<file path="config.mk">
export PLATFORM = sky130hd
export DESIGN_NAME = pnpcf_config_loader
export DESIGN_NICKNAME = d
export VERILOG_FILES = /design/src/logic/pnpcf_pkg.sv /design/src/logic/pnpcf_config_loader.sv /design/src/logic/pnpcf_key_match.sv
export SDC_FILE = /design/constraint.sdc
export NUM_CORES = 1
export LEC_CHECK = 0
export ABC_CLOCK_PERIOD_IN_PS = 3800
export BUFFER_PORTS_ARGS = -buffer_cell sky130_fd_sc_hd__buf_2
export CAP_MARGIN = 25
export CORE_UTILIZATION = 35
export CTS_CLUSTER_DIAMETER = 150
export DETAILED_ROUTE_END_ITERATION = 7
export PLACE_DENSITY = 0.58
export SLEW_MARGIN = 30
export SYNTH_ARGS = -nofsm -noshare
export SYNTH_HDL_FRONTEND = slang
export SYNTH_SLANG_ARGS = --single-unit
</file>
<file path="constraint.sdc">
create_clock -name clk -period 3.8 [get_ports clk]
set_input_delay 0.76 -clock clk [delete_from_list [all_inputs] [get_ports clk]]
set_output_delay 0.76 -clock clk [all_outputs]
set_load 0.02 [all_outputs]
</file>
<file path="src/logic/pnpcf_pkg.sv">
// Package of constants, types and key tables for the configuration loader
// ==========================================================================
// Overview of operation
// - DMA select indices read 04h in config state
// - Indices F0h-F3h mirror cfg0-cfg3 live
// - Index F5h mirrors saved card number
// - F6h bit 2 clears live card number
// - Clear bit self-clears, saved copy untouched
// - Mode from two straps and EEPROM flag
// - cfg0 shows straps; cfg3 flags per mode
// - Power-up settings from straps or EEPROM
// - Software config writes also update cfg1, and cfg3 in PnP mode only
// - Auto-load or RSTDRV reloads defaults
// - Boot ROM size never software writable
// - Vendor key always; standard key PnP only
// - Vendor key reaches sleep state any mode
// - EEPROM mode powers up active
// - Quiescent until 32-byte key written
// - Key mismatch restarts key progress
// - Fixed standard and vendor key bytes
// - Reload values of cfg1-cfg3 bits
// - Isolation in lock step with host
// - RSTDRV gives wait-for-key, card number zero
// - Key match moves wait-for-key to sleep
package pnpcf_pkg;

   // ==========================================================================
   // Register indices (byte address is four times the index)
   localparam logic [7:0] IDX_CFG_CTRL   = 8'h02;
   localparam logic [7:0] IDX_WAKE       = 8'h03;
   localparam logic [7:0] IDX_CSN        = 8'h06;
   localparam logic [7:0] IDX_ACTIVATE   = 8'h30;
   localparam logic [7:0] IDX_IO_BASE_HI = 8'h60;
   localparam logic [7:0] IDX_IO_BASE_LO = 8'h61;
   localparam logic [7:0] IDX_IRQ_LEVEL  = 8'h70;
   localparam logic [7:0] IDX_DMA_SEL0   = 8'h74;
   localparam logic [7:0] IDX_DMA_SEL1   = 8'h75;
   localparam logic [7:0] IDX_KEY_PORT   = 8'h80;
   localparam logic [7:0] IDX_COMMAND    = 8'h81;
   localparam logic [7:0] IDX_STATUS     = 8'h82;
   localparam logic [7:0] IDX_CFG0       = 8'hf0;
   localparam logic [7:0] IDX_CFG1       = 8'hf1;
   localparam logic [7:0] IDX_CFG2       = 8'hf2;
   localparam logic [7:0] IDX_CFG3       = 8'hf3;
   localparam logic [7:0] IDX_UNUSED_F4  = 8'hf4;
   localparam logic [7:0] IDX_SAVED_CSN  = 8'hf5;
   localparam logic [7:0] IDX_VENDOR_CTL = 8'hf6;

   // ==========================================================================
   // Field positions and fixed values
   localparam logic [7:0] DMA_NONE_VALUE   = 8'h04;
   localparam int         VCTL_CLEAR_BIT   = 2;
   localparam int         CCTL_RESET_CSN   = 2;
   localparam int         CCTL_WAIT_KEY    = 1;
   localparam int         CMD_AUTOLOAD_BIT = 0;
   localparam int         CFG0_JP_BIT      = 3;
   localparam int         CFG0_PLUG_PLAY_STRAP_BIT   = 2;
   localparam int         CFG1_INTERRUPT_OUTPUT_ENABLE_BIT   = 7;
   localparam int         CFG2_BOOT_ROM_DISABLE_BIT   = 5;
   localparam int         CFG3_PNP_BIT     = 7;
   localparam int         CFG3_SLEEP_BIT   = 2;
   localparam int         CFG3_INACTIVE_AT_POWERUP_BIT_BIT = 0;
   localparam logic [7:0] IO_HI_MASK       = 8'h03;
   localparam logic [7:0] IO_LO_MASK       = 8'he0;
   localparam logic [7:0] ZERO_BYTE        = 8'h00;
   localparam logic [4:0] KEY_LAST         = 5'h1f;

   // ==========================================================================
   // Modes and card states, Gray coded along the usual path
   typedef enum logic [1:0] {
      MODE_JUMPER = 2'b00,
      MODE_PNP    = 2'b01,
      MODE_EEPROM = 2'b11
   } pnpcf_mode_t;

   typedef enum logic [1:0] {
      ST_WAIT_KEY = 2'b00,
      ST_SLEEP    = 2'b01,
      ST_ISOLATE  = 2'b11,
      ST_CONFIG   = 2'b10
   } pnpcf_state_t;

   // ==========================================================================
   // Initiation keys, first byte at entry 0
   localparam logic [0:31][7:0] STD_KEY = {
      8'h6a, 8'hb5, 8'hda, 8'hed, 8'hf6, 8'hfb, 8'h7d, 8'hbe,
      8'hdf, 8'h6f, 8'h37, 8'h1b, 8'h0d, 8'h86, 8'hc3, 8'h61,
      8'hb0, 8'h58, 8'h2c, 8'h16, 8'h8b, 8'h45, 8'ha2, 8'hd1,
      8'he8, 8'h74, 8'h3a, 8'h9d, 8'hce, 8'he7, 8'h73, 8'h39};
   localparam logic [0:31][7:0] VENDOR_KEY = {
      8'hda, 8'h6d, 8'h36, 8'h1b, 8'h8d, 8'h46, 8'h23, 8'h91,
      8'h48, 8'ha4, 8'hd2, 8'h69, 8'h34, 8'h9a, 8'h4d, 8'h26,
      8'h13, 8'h89, 8'h44, 8'ha2, 8'h51, 8'h28, 8'h94, 8'hca,
      8'h65, 8'h32, 8'h19, 8'h0c, 8'h86, 8'h43, 8'ha1, 8'h50};

endpackage

</file>
<file path="src/logic/pnpcf_config_loader.sv">
// Configuration mode decode, power-up loader, vendor indices and key detect
`timescale 1ns/1ps
module pnpcf_config_loader (
   // Clock and reset (reset doubles as RSTDRV)
   input  wire logic        clk,
   input  wire logic        sys_rst,
   // Avalon-MM slave
   input  wire logic [9:0]  avsAddress,
   input  wire logic        avsRead,
   input  wire logic        avsWrite,
   input  wire logic [31:0] avsWritedata,
   output logic      [31:0] avsReaddata,
   output logic             avsWaitrequest,
   // Strap pins
   input  wire logic        jumperStrap,
   input  wire logic        plugPlayStrap,
   input  wire logic [6:0]  jumperCfg1,
   input  wire logic [7:0]  jumperCfg2,
   // EEPROM image
   input  wire logic        eepromPlugPlayFlag,
   input  wire logic [6:0]  eepromCfg1,
   input  wire logic [7:0]  eepromCfg2,
   input  wire logic [6:0]  eepromCfg3,
   // Configuration state
   output logic [7:0]       cfg0,
   output logic [7:0]       cfg1,
   output logic [7:0]       cfg2,
   output logic [7:0]       cfg3,
   output logic [7:0]       cardSelectNumber,
   output logic [7:0]       savedCardNumber,
   output logic             deviceActive,
   output pnpcf_pkg::pnpcf_state_t pnpState,
   output pnpcf_pkg::pnpcf_mode_t  configMode,
   output logic             portsEnabled
);
   import pnpcf_pkg::*;

   // ==========================================================================
   // Bus handshake
   // One wait cycle per request: readdata is loaded at the first edge and
   // stands while waitrequest is low, so a read has no race with writes.
   wire logic       busReq    = avsRead || avsWrite;
   wire logic       commit    = busReq && !avsWaitrequest;
   wire logic [7:0] regIndex  = avsAddress[9:2];
   wire logic [7:0] wrByte    = avsWritedata[7:0];
   wire logic       wrCommit  = commit && avsWrite;
   wire logic       next_avsWaitrequest = !(busReq && avsWaitrequest);

   // ==========================================================================
   // State qualifiers
   // Ports stay quiescent until a key has been seen
   wire logic cfgOn  = (pnpState == ST_CONFIG);
   wire logic pnpOn  = (pnpState != ST_WAIT_KEY);
   wire logic isPnp  = (configMode == MODE_PNP);

   // Write strobes per index
   wire logic wrKey     = wrCommit && (regIndex == IDX_KEY_PORT);
   wire logic wrCommand = wrCommit && (regIndex == IDX_COMMAND);
   wire logic wrCfgCtl  = wrCommit && pnpOn && (regIndex == IDX_CFG_CTRL);
   wire logic wrWake    = wrCommit && pnpOn && (regIndex == IDX_WAKE);
   wire logic wrCsn     = wrCommit && (pnpState == ST_ISOLATE || cfgOn)
                          && (regIndex == IDX_CSN);
   wire logic wrActive  = wrCommit && cfgOn && (regIndex == IDX_ACTIVATE);
   wire logic wrIoHi    = wrCommit && cfgOn && (regIndex == IDX_IO_BASE_HI);
   wire logic wrIoLo    = wrCommit && cfgOn && (regIndex == IDX_IO_BASE_LO);
   wire logic wrIrq     = wrCommit && cfgOn && (regIndex == IDX_IRQ_LEVEL);
   wire logic wrVendor  = wrCommit && cfgOn && (regIndex == IDX_VENDOR_CTL);

   // Command bits
   wire logic autoloadCmd = wrCommand && wrByte[CMD_AUTOLOAD_BIT];
   wire logic waitKeyCmd  = wrCfgCtl && wrByte[CCTL_WAIT_KEY];
   wire logic resetCsnCmd = wrCfgCtl && wrByte[CCTL_RESET_CSN];

   // ==========================================================================
   // Key detection
   logic stdMatch;
   logic vendorMatch;

   // Standard key counts only in plug-and-play mode
   pnpcf_key_match #(.KEY(STD_KEY)) u_std_key (
      .clk       (clk),
      .sys_rst   (sys_rst),
      .enable    (isPnp),
      .keyStrobe (wrKey),
      .keyData   (wrByte),
      .matched   (stdMatch)
   );

   // Vendor key counts in every mode
   pnpcf_key_match #(.KEY(VENDOR_KEY)) u_vendor_key (
      .clk       (clk),
      .sys_rst   (sys_rst),
      .enable    (1'b1),
      .keyStrobe (wrKey),
      .keyData   (wrByte),
      .matched   (vendorMatch)
   );

   wire logic keyFound = stdMatch || vendorMatch;

   // ==========================================================================
   // Power-up load sources
   // Mode is taken from the straps and EEPROM flag each time a load runs
   logic        loadPending;
   pnpcf_mode_t loadMode;
   always_comb begin
      if (jumperStrap) begin
         loadMode = MODE_JUMPER;
      end else if (plugPlayStrap || eepromPlugPlayFlag) begin
         loadMode = MODE_PNP;
      end else begin
         loadMode = MODE_EEPROM;
      end
   end

   // Straps feed jumper mode, the EEPROM image the other two
   wire logic       fromPins  = (loadMode == MODE_JUMPER);
   wire logic       loadIsPnp = (loadMode == MODE_PNP);
   wire logic [6:0] srcCfg1   = fromPins ? jumperCfg1 : eepromCfg1;
   wire logic [7:0] srcCfg2   = fromPins ? jumperCfg2 : eepromCfg2;
   wire logic       loadActiveb = loadIsPnp && eepromCfg3[CFG3_INACTIVE_AT_POWERUP_BIT_BIT];

   // Reload values of cfg1-cfg3
   logic [7:0] loadCfg1;
   logic [7:0] loadCfg2;
   logic [7:0] loadCfg3;
   always_comb begin
      loadCfg1 = {1'b0, srcCfg1};
      loadCfg1[CFG1_INTERRUPT_OUTPUT_ENABLE_BIT] = !loadIsPnp;
      loadCfg2 = srcCfg2;
      loadCfg2[CFG2_BOOT_ROM_DISABLE_BIT] = 1'b0;
      loadCfg3 = {1'b0, eepromCfg3};
      loadCfg3[CFG3_PNP_BIT]     = loadIsPnp;
      loadCfg3[3]                = 1'b0;
      loadCfg3[CFG3_SLEEP_BIT]   = 1'b0;
      loadCfg3[CFG3_INACTIVE_AT_POWERUP_BIT_BIT] = loadActiveb;
   end

   // ==========================================================================
   // Logical-device registers and their cfg mirrors
   logic [7:0] ioBaseHi;
   logic [7:0] ioBaseLo;
   logic [3:0] irqLevel;
   logic       clearPulse;
   wire  logic [7:0] ioHiNew  = wrByte & IO_HI_MASK;
   wire  logic [7:0] ioLoNew  = wrByte & IO_LO_MASK;
   wire  logic [3:0] ioCodeHi = {ioHiNew[0], ioBaseLo[7:5]};
   wire  logic [3:0] ioCodeLo = {ioBaseHi[0], ioLoNew[7:5]};

   // Next cfg1 and cfg3; cfg2 holds boot ROM size and is never written here
   logic [7:0] next_cfg1;
   logic [7:0] next_cfg3;
   always_comb begin
      next_cfg1 = cfg1;
      next_cfg3 = cfg3;
      if (loadPending) begin
         next_cfg1 = loadCfg1;
         next_cfg3 = loadCfg3;
      end else begin
         if (wrIrq) begin
            next_cfg1[6:4] = wrByte[2:0];
         end
         if (wrIoHi) begin
            next_cfg1[3:0] = ioCodeHi;
         end
         if (wrIoLo) begin
            next_cfg1[3:0] = ioCodeLo;
         end
         if (wrActive && isPnp) begin
            next_cfg3[CFG3_INACTIVE_AT_POWERUP_BIT_BIT] = !wrByte[0];
         end
      end
   end

   // ==========================================================================
   // Card state machine
   pnpcf_state_t next_pnpState;
   always_comb begin
      next_pnpState = pnpState;
      case (pnpState)
         ST_WAIT_KEY: begin
            if (keyFound) begin
               next_pnpState = ST_SLEEP;
            end
         end
         ST_SLEEP, ST_ISOLATE, ST_CONFIG: begin
            if (wrWake && wrByte == cardSelectNumber) begin
               next_pnpState = (wrByte == ZERO_BYTE) ? ST_ISOLATE : ST_CONFIG;
            end else if (wrWake) begin
               next_pnpState = ST_SLEEP;
            end else if (wrCsn) begin
               next_pnpState = ST_CONFIG;
            end
            if (waitKeyCmd) begin
               next_pnpState = ST_WAIT_KEY;
            end
         end
         default: begin
            next_pnpState = ST_WAIT_KEY;
         end
      endcase
   end

   // Live card number: writes set it, both clears zero it
   logic [7:0] next_cardSelectNumber;
   always_comb begin
      next_cardSelectNumber = cardSelectNumber;
      if (wrCsn) begin
         next_cardSelectNumber = wrByte;
      end
      if (clearPulse || resetCsnCmd) begin
         next_cardSelectNumber = ZERO_BYTE;
      end
   end

   // ==========================================================================
   // Read mux; unmapped, write-only and gated indices read zero
   logic [7:0] rdByte;
   always_comb begin
      rdByte = ZERO_BYTE;
      case (regIndex)
         IDX_CSN:        rdByte = cfgOn ? cardSelectNumber : ZERO_BYTE;
         IDX_ACTIVATE:   rdByte = cfgOn ? {7'h00, deviceActive} : ZERO_BYTE;
         IDX_IO_BASE_HI: rdByte = cfgOn ? ioBaseHi : ZERO_BYTE;
         IDX_IO_BASE_LO: rdByte = cfgOn ? ioBaseLo : ZERO_BYTE;
         IDX_IRQ_LEVEL:  rdByte = cfgOn ? {4'h0, irqLevel} : ZERO_BYTE;
         IDX_DMA_SEL0:   rdByte = cfgOn ? DMA_NONE_VALUE : ZERO_BYTE;
         IDX_DMA_SEL1:   rdByte = cfgOn ? DMA_NONE_VALUE : ZERO_BYTE;
         IDX_CFG0:       rdByte = cfgOn ? cfg0 : ZERO_BYTE;
         IDX_CFG1:       rdByte = cfgOn ? cfg1 : ZERO_BYTE;
         IDX_CFG2:       rdByte = cfgOn ? cfg2 : ZERO_BYTE;
         IDX_CFG3:       rdByte = cfgOn ? cfg3 : ZERO_BYTE;
         IDX_UNUSED_F4:  rdByte = ZERO_BYTE;
         IDX_SAVED_CSN:  rdByte = cfgOn ? savedCardNumber : ZERO_BYTE;
         IDX_STATUS:     rdByte = {2'b00, loadPending, deviceActive,
                                   configMode, pnpState};
         default:        rdByte = ZERO_BYTE;
      endcase
   end

   // ==========================================================================
   // Bus registers
   always_ff @(posedge clk) begin
      if (sys_rst) begin
         avsWaitrequest <= 1'b1;
         avsReaddata    <= 32'h0000_0000;
      end else begin
         avsWaitrequest <= next_avsWaitrequest;
         if (busReq && avsWaitrequest) begin
            avsReaddata <= {24'h00_0000, rdByte};
         end
      end
   end

   // Load request: reset leaves one pending, auto-load raises another
   always_ff @(posedge clk) begin
      if (sys_rst) begin
         loadPending <= 1'b1;
      end else begin
         loadPending <= autoloadCmd;
      end
   end

   // cfg0 follows the strap pins every cycle
   always_ff @(posedge clk) begin
      if (sys_rst) begin
         cfg0 <= ZERO_BYTE;
      end else begin
         cfg0 <= ZERO_BYTE;
         cfg0[CFG0_JP_BIT]    <= jumperStrap;
         cfg0[CFG0_PLUG_PLAY_STRAP_BIT] <= plugPlayStrap;
      end
   end

   // Config registers; cfg2 changes only on a load
   always_ff @(posedge clk) begin
      if (sys_rst) begin
         cfg1       <= ZERO_BYTE;
         cfg2       <= ZERO_BYTE;
         cfg3       <= ZERO_BYTE;
         configMode <= MODE_JUMPER;
      end else begin
         cfg1 <= next_cfg1;
         cfg3 <= next_cfg3;
         if (loadPending) begin
            cfg2       <= loadCfg2;
            configMode <= loadMode;
         end
      end
   end

   // Logical-device registers, reloaded with the defaults
   always_ff @(posedge clk) begin
      if (sys_rst) begin
         ioBaseHi     <= ZERO_BYTE;
         ioBaseLo     <= ZERO_BYTE;
         irqLevel     <= 4'h0;
         deviceActive <= 1'b0;
      end else if (loadPending) begin
         ioBaseHi     <= {7'h00, loadCfg1[3]};
         ioBaseLo     <= {loadCfg1[2:0], 5'h00};
         irqLevel     <= {1'b0, loadCfg1[6:4]};
         deviceActive <= !loadActiveb;
      end else begin
         if (wrIoHi) begin
            ioBaseHi <= ioHiNew;
         end
         if (wrIoLo) begin
            ioBaseLo <= ioLoNew;
         end
         if (wrIrq) begin
            irqLevel <= wrByte[3:0];
         end
         if (wrActive) begin
            deviceActive <= wrByte[0];
         end
      end
   end

   // Card state, card numbers and the self-clearing vendor clear bit
   always_ff @(posedge clk) begin
      if (sys_rst) begin
         pnpState         <= ST_WAIT_KEY;
         cardSelectNumber <= ZERO_BYTE;
         savedCardNumber  <= ZERO_BYTE;
         clearPulse       <= 1'b0;
         portsEnabled     <= 1'b0;
      end else begin
         pnpState         <= next_pnpState;
         cardSelectNumber <= next_cardSelectNumber;
         if (wrCsn) begin
            savedCardNumber <= wrByte;
         end
         clearPulse   <= wrVendor && wrByte[VCTL_CLEAR_BIT];
         portsEnabled <= (next_pnpState != ST_WAIT_KEY);
      end
   end

endmodule // pnpcf_config_loader

</file>
<file path="src/logic/pnpcf_key_match.sv">
// Initiation key matcher: tracks progress through one 32-byte key
`timescale 1ns/1ps
module pnpcf_key_match #(
   parameter logic [0:31][7:0] KEY = pnpcf_pkg::STD_KEY
) (
   // Clock and reset
   input  wire logic       clk,
   input  wire logic       sys_rst,
   // Key port writes
   input  wire logic       enable,
   input  wire logic       keyStrobe,
   input  wire logic [7:0] keyData,
   // Result
   output logic            matched
);
   import pnpcf_pkg::*;

   // ==========================================================================
   // Progress decode
   logic [4:0] progress;
   logic [4:0] next_progress;
   logic       next_matched;
   wire  logic hit  = keyStrobe && enable && (keyData == KEY[progress]);
   wire  logic last = (progress == KEY_LAST);

   // Advance on a matching byte, restart on any other byte
   always_comb begin
      next_progress = progress;
      next_matched  = 1'b0;
      if (keyStrobe) begin
         if (hit && last) begin
            next_progress = 5'h00;
            next_matched  = 1'b1;
         end else if (hit) begin
            next_progress = progress + 5'h01;
         end else begin
            next_progress = 5'h00;
         end
      end
   end

   // Progress and one-cycle match pulse
   always_ff @(posedge clk) begin
      if (sys_rst) begin
         progress <= 5'h00;
         matched  <= 1'b0;
      end else begin
         progress <= next_progress;
         matched  <= next_matched;
      end
   end

endmodule // pnpcf_key_match

</file>
* Word-level counts from Yosys, hierarchy flattened
Memory sizes are Yosys's and may differ from the RTL's.
Index checks and enable logic that the tools add are counted.
** Word-level totals
- Register bits :: 83
- Memory bits (read-only) :: 512
- Output and inout bits :: 87
- Word-level logic and storage cells :: 165
- Memories kept :: 2
** Memory list
- (no name shown) :: depth 32, width 8, rd ports 1, clocked after memory_dff 0, write ports 0, RTL line pnpcf_key_match.sv:23 : wire logic hit = keyStrobe && enable && (keyData == KEY[progress]);
- (no name shown) :: depth 32, width 8, rd ports 1, clocked after memory_dff 0, write ports 0, RTL line pnpcf_key_match.sv:23
** Operators by class
- Add/sub/neg operators :: 2
- $lt $le $gt $ge :: 2
- Eq/ne operators :: 28
- Mux-type cells :: 47
- Bitwise operators :: 3
- Reductions and logical operators :: 54
** Operators with widths (number)
- two-way mux 8 bit :: 14
- case mux 8 bit (12 select lines) :: 1
- == test 8 bit, second input constant :: 9
- == test 8 x 7 -> 1 bit, second input constant :: 5
- logical AND 1 bit :: 28
- == test 8 bit :: 3
- two-way mux 5 bit :: 4
- == test 8 x 2 -> 1 bit, second input constant :: 2
- two-way mux 2 bit :: 8
- two-way mux 7 bit :: 2
- nonzero test 2 bit :: 7
- greater-or-equal comparator 6 bit, second input constant :: 2
- two-way mux 3 bit :: 4
- two-way mux 4 bit :: 3
- NOT 5 -> 6 bit :: 2
- adder 5 x 1 -> 5 bit, second input constant :: 2
- == test 5 bit, second input constant :: 2
- two-way mux 1 bit :: 10
- == test 8 x 3 -> 1 bit, second input constant :: 1
- == test 8 x 6 -> 1 bit, second input constant :: 1
- zero test 8 bit :: 1
- OR reduction 2 bit :: 4
- == test 2 x 1 -> 1 bit, second input constant :: 3
- zero test 1 bit :: 5
- other kinds (7) :: 13

* Logic depth before layout (Yosys ltp)
- Word-level depth :: 11
- Depth in mapped cells :: 11
- Mapped depth without buffers :: 9

* Hierarchy
Synthesis repeated with hierarchy kept, for this count alone.
** Second synthesis, totals
- Cells, all modules :: 690
- Area, all modules :: 5693.0 sq um
** By module, submodules not included
- pnpcf_config_loader :: times used 1, cells each 432, area an instance 3663.5 sq um, sequential area each 1241.2 sq um
- pnpcf_key_match at u_std_key :: times used 1, cells each 130, area an instance 1076.0 sq um, sequential area each 120.1 sq um
- pnpcf_key_match at u_vendor_key :: times used 1, cells each 128, area an instance 953.4 sq um, sequential area each 120.1 sq um

* Least setup slack after synthesis
Ideal clock, no wire load.
- Kind :: register -> register
- From :: reg u_std_key.progress[1]
- To :: reg u_std_key.progress[2]
- Data arrival time :: 2565 ps
- Setup slack :: 1165 ps
- Cell stages (with the launch flop) :: 11
- Buffers on the path :: 1
- Period minus slack after synthesis :: 2635 ps
- Path through :: dfxtp_1 -> clkbuf_1 -> inv_1 -> ha_1 -> nor2b_1 -> nor2_2 -> xnor2_1 -> mux4_2 -> nor4_4 -> o211ai_1 -> a21oi_1
** Between the ends
- Longest elaborated chain between the ends :: 8
** Ends and longest elaborated chain
- from (decl) :: RTL line pnpcf_key_match.sv:20 : logic [4:0] progress;
- from (signal assigned) :: RTL line pnpcf_key_match.sv:48 : progress <= next_progress;
- NOT 5 -> 6 bit (not written as such) :: RTL line pnpcf_key_match.sv:23
- memory read (32 x 8 bit)
- two-way mux 8 bit (not written as such) (2 in a row) :: RTL line pnpcf_key_match.sv:23
- == test 8 bit :: RTL line pnpcf_key_match.sv:23
- logical AND 1 bit :: RTL line pnpcf_key_match.sv:23
- two-way mux 5 bit / logical AND 1 bit (equally long branches) :: RTL line pnpcf_key_match.sv:34, pnpcf_key_match.sv:31
- two-way mux 5 bit (*) :: RTL line pnpcf_key_match.sv:31 : if (hit && last) begin
Every way passes the cells marked *; elsewhere a longest branch is shown, timed or not. The select of a mux whose other input is x is not followed.
A chain may end at the register's enable or synchronous reset.

* Worst setup path in the final report
- From :: reg u_vendor_key.progress[0]
- To :: reg u_vendor_key.progress[3]
** Between the ends
- Longest elaborated chain between the ends :: 8
** Ends and longest elaborated chain (RTL line)
- from (decl) :: pnpcf_key_match.sv:20
- from (signal assigned) :: pnpcf_key_match.sv:48
- NOT 5 -> 6 bit (not written as such) :: pnpcf_key_match.sv:23
- memory read (32 x 8 bit)
- two-way mux 8 bit (not written as such) (2 in a row) :: pnpcf_key_match.sv:23
- == test 8 bit :: pnpcf_key_match.sv:23
- logical AND 1 bit :: pnpcf_key_match.sv:23
- two-way mux 5 bit / logical AND 1 bit (equally long branches) :: pnpcf_key_match.sv:34, pnpcf_key_match.sv:31
- two-way mux 5 bit (*) :: pnpcf_key_match.sv:31
Marked as above.

==> flow_summary_export.csv <==
group,metric,value,unit
layout,diodes,0,
floorplan,die_w,126,um
grt,antenna_found_initial,0,
synth,yosysTopAreaCell,"dfxtp_1",
critical_path,timing.rr.start,"u_vendor_key.progress[0]",
critical_path,cp.arrival,3.23,ns
cts,cts_inserted_buffers,9,
cts,cts_setup_buffers,0,
cts,root_buffer,"clkbuf_16",
drt,wl,16100,um
layout,final_core_util,41.4,%
sta,finalSetupTns,0,ns
run,drv_cap,0,
critical_path,crit_path_start_kind,"flop",
floorplan,dieArea,15900,sq um
critical_path,critPathMaxFanout,13,
synth,synth_edf_count,0,
cts,ctsHoldBuffers,0,
sta,rsz0062_at_grt,"no",
hold_path,hold-path-cell-count,2,
sta,hold_violations,0,
synth,synthArstFlopShare,0,%
critical_path,crit_required,4.08,ns
critical_path,critical-path-max-stage-delay,0.62,ns
synth,synth_seq_cells,74,
synth,synth_area_leaders,"dfxtp_1, mux2i_1, buf_4, nand2_1, a21oi_1",
layout,final_cells,941,
cts,cts_tree,"done",
place,dp_slack,0.865,ns
critical_path,endpoint_kind,"flop",
grt,overflow,0,
place,numPortBuffers,109,
layout,nNetsFinal,850,
power,p_leak,2.57,nW
critical_path,cp-startpoint,"u_vendor_key.progress[0]",
status,outcome,"finished, final reports clean",
place,globalplace.congestion,0.884,
critical_path,crit_chain,"inv_1, ha_1, nand2_1, o32ai_1, o31ai_1, xnor2_1, nor4b_4, nand4_1, a31oi_1",
floorplan,ios,173,
layout,multi_input_area,3510,sq um
drt,vias_per_cell,5.50,
grt,grt_pass1_vias,4595,
place,dp_cells,925,
sta,relSlewSlack,44.4,%
critical_path,reg2reg_slack,0.84,ns
drt,drcViolationCount,0,
sta,worst_slew_pin_slew,0.828,ns
layout,nFillCells,1592,
cts,cts_buffer_depth,2,
hold_path,worstHoldEndpoint,"avsReaddata[2]",
sta,setup_viol,0,
floorplan,num_rows,45,
power,power.density,333,nW/um^2
critical_path,crit_slowest_cell,"dfxtp_1",
critical_path,rr_worst_depth,9,
layout,ff_latch_area,1480,sq um
synth,syn_area_per_cell,8.13,sq um
floorplan,start_util,35.7,%
critical_path,worstSetupPathType,"reg -> reg",
critical_path,reg2reg_to,"u_vendor_key.progress[3]",
cts,cts.reportedPaths.clkPinSlew,0.06,ns
grt,track_usage,20.4,%
drt,wl_per_cell,17.1,um
grt,grt_first_pass_wirelength,25300,um
synth,seq_area_frac_synth,27.4,%
sta,drv_slew,0,
grt,grt_max_degree,40,
cts,clk_latency,0.35,ns
synth,yosys.cell_types.count,78,
hold_path,worstHoldStart,"avsReaddata[2]",
synth,yosysMostFrequentCell,"dfxtp_1",
floorplan,die_y,126,um
cts,htreeDepth,3,
synth,ys_warn_count,0,
synth,syn-cell-area,5410,sq um
hold_path,hp-class,"reg -> reg",
sta,final.min_clock_period,2.96,ns
sta,worst_slack,0.843,ns
sta,fin_crit_sh,77.8,%
power,vdd_drop_max,251,uV
drt,initialDrtViolationCount,379,
synth,synthFlopType,"dfxtp_1",
floorplan,coreArea,15100,sq um
synth,synth_top_area_share,27.4,%
sta,clock-skew-final,0.00486,ns
drt,ant_nets,0,
sta,fmax,0.338,GHz
synth,synth_cells,665,
synth,synth_common_cells,"dfxtp_1, nand2_1, nor2_1, mux2i_1, a21oi_1",
drt,drt_pass1_iterations,7,
layout,drive_gt1_share,21.0,%
drt,vias,5173,
place,place.detailed.hpwl,11900,um
layout,area.growth.synth_to_final,15.9,%
cts,clock-sinks,74,
cts,cts_resized,0,
==> critical path, delay by kind of cell (launching register included) <==
family	cells	cell delay (ns)
compound gates	3	0.65
xor+xnor	1	0.18
fa+ha+maj	1	0.47
buf+inv	1	0.16
flops	1	0.62
simple gates	3	0.79
==> placed cells by master, fill, tap and decap left out, types with 3 or more instances in the layout <==
master     count
bufinv_16      3
a22oi_1       12
o32ai_1        4
xor2_1         6
o21ai_1        4
nand3_1       21
nor3b_1        7
or2_1          4
o22ai_1        4
nor3_1        14
o2111ai_1      4
dfxtp_1       73
nand3b_1       3
buf_4         12
and3_1         8
buf_2        109
nor2_1        54
or3_1          3
mux2i_1       45
a222oi_1       5
mux4_2         3
nor2b_1       16
o211ai_1       8
nand2_1       64
conb_1        33
a21boi_0       3
a32oi_1        3
nand4_1        6
inv_1         13
ha_1          16
a211oi_1      16
o21ai_0        6
xnor2_1       21
nand2b_1      23
clkbuf_16      9
mux2_1         3
nor4_1        10
a31oi_1        8
a21oi_1       41
==> metrics by stage <==
step / cell area (sq um) / hold slack [ns] / total power [mW]
CTS: 6270 / 0.486 / 2.10
global route: 6270 / 0.504 / 2.16
floorplan: 5530 / 0.504 / 1.03
finish: 6270 / 0.478 / 2.09
global placement: 5910 / 0.469 / 1.09
detailed placement: 5910 / 0.478 / 1.09
==> flip-flops by register name, summed over array words and instances (netlist names) <==
signal	flops
u_vendor_key.matched	1
u_vendor_key.progress	5
u_std_key.matched	1
cfg0	2
clearPulse	1
portsEnabled	1
irqLevel	1
ioBaseLo	3
cfg1	8
loadPending	1
avsReaddata	8
cfg2	7
avsWaitrequest	1
ioBaseHi	2
cfg3	6
configMode	2
u_std_key.progress	5
pnpState	2
savedCardNumber	8
deviceActive	1
cardSelectNumber	8
==> where the power goes <==
group | internal [mW] | switching, mW
Clock | 0.662 | 0.352
Combinational | 0.0850 | 0.164
Sequential | 0.799 | 0.0237
==> layer usage <==
metal	wire [um]	global-route usage, %	vias to the layer above
met5	0	0	-
met4	296	6.52	0
met3	1160	4.93	21
met2	7150	30.1	222
met1	7470	28.9	2418
li1	-	-	2512
==> cell families after synthesis <==
kind of cell	Yosys count	share of synthesized area [%]
xor gates and xnor gates	27	4.37
AOI/OAI and AO/OA	143	18.5
muxes	53	10.6
DFF	74	27.4
buffers and inverters	96	9.97
and+or+nand+nor	255	25.3
adders and majority gates	16	3.70
other	1	0.0694
==> layout make-up <==
type,instances,area share [%]
clock buffers,10,3.81
clock inverters,6,1.80
inverters,15,0.898
multi-input cells,527,55.9
flip-flops and latches,74,23.7
well taps,188,3.75
repair buffers,121,10.1
==> worst max-delay path by stage <==
stage | end
detailed placement | u_std_key.progress[1]
global placement | u_std_key.progress[2]
finish | u_vendor_key.progress[3]
global route | u_vendor_key.progress[3]
floorplan | u_std_key.progress[2]
CTS | u_vendor_key.progress[3]
Note: power is estimated with default switching activity, not from simulation.
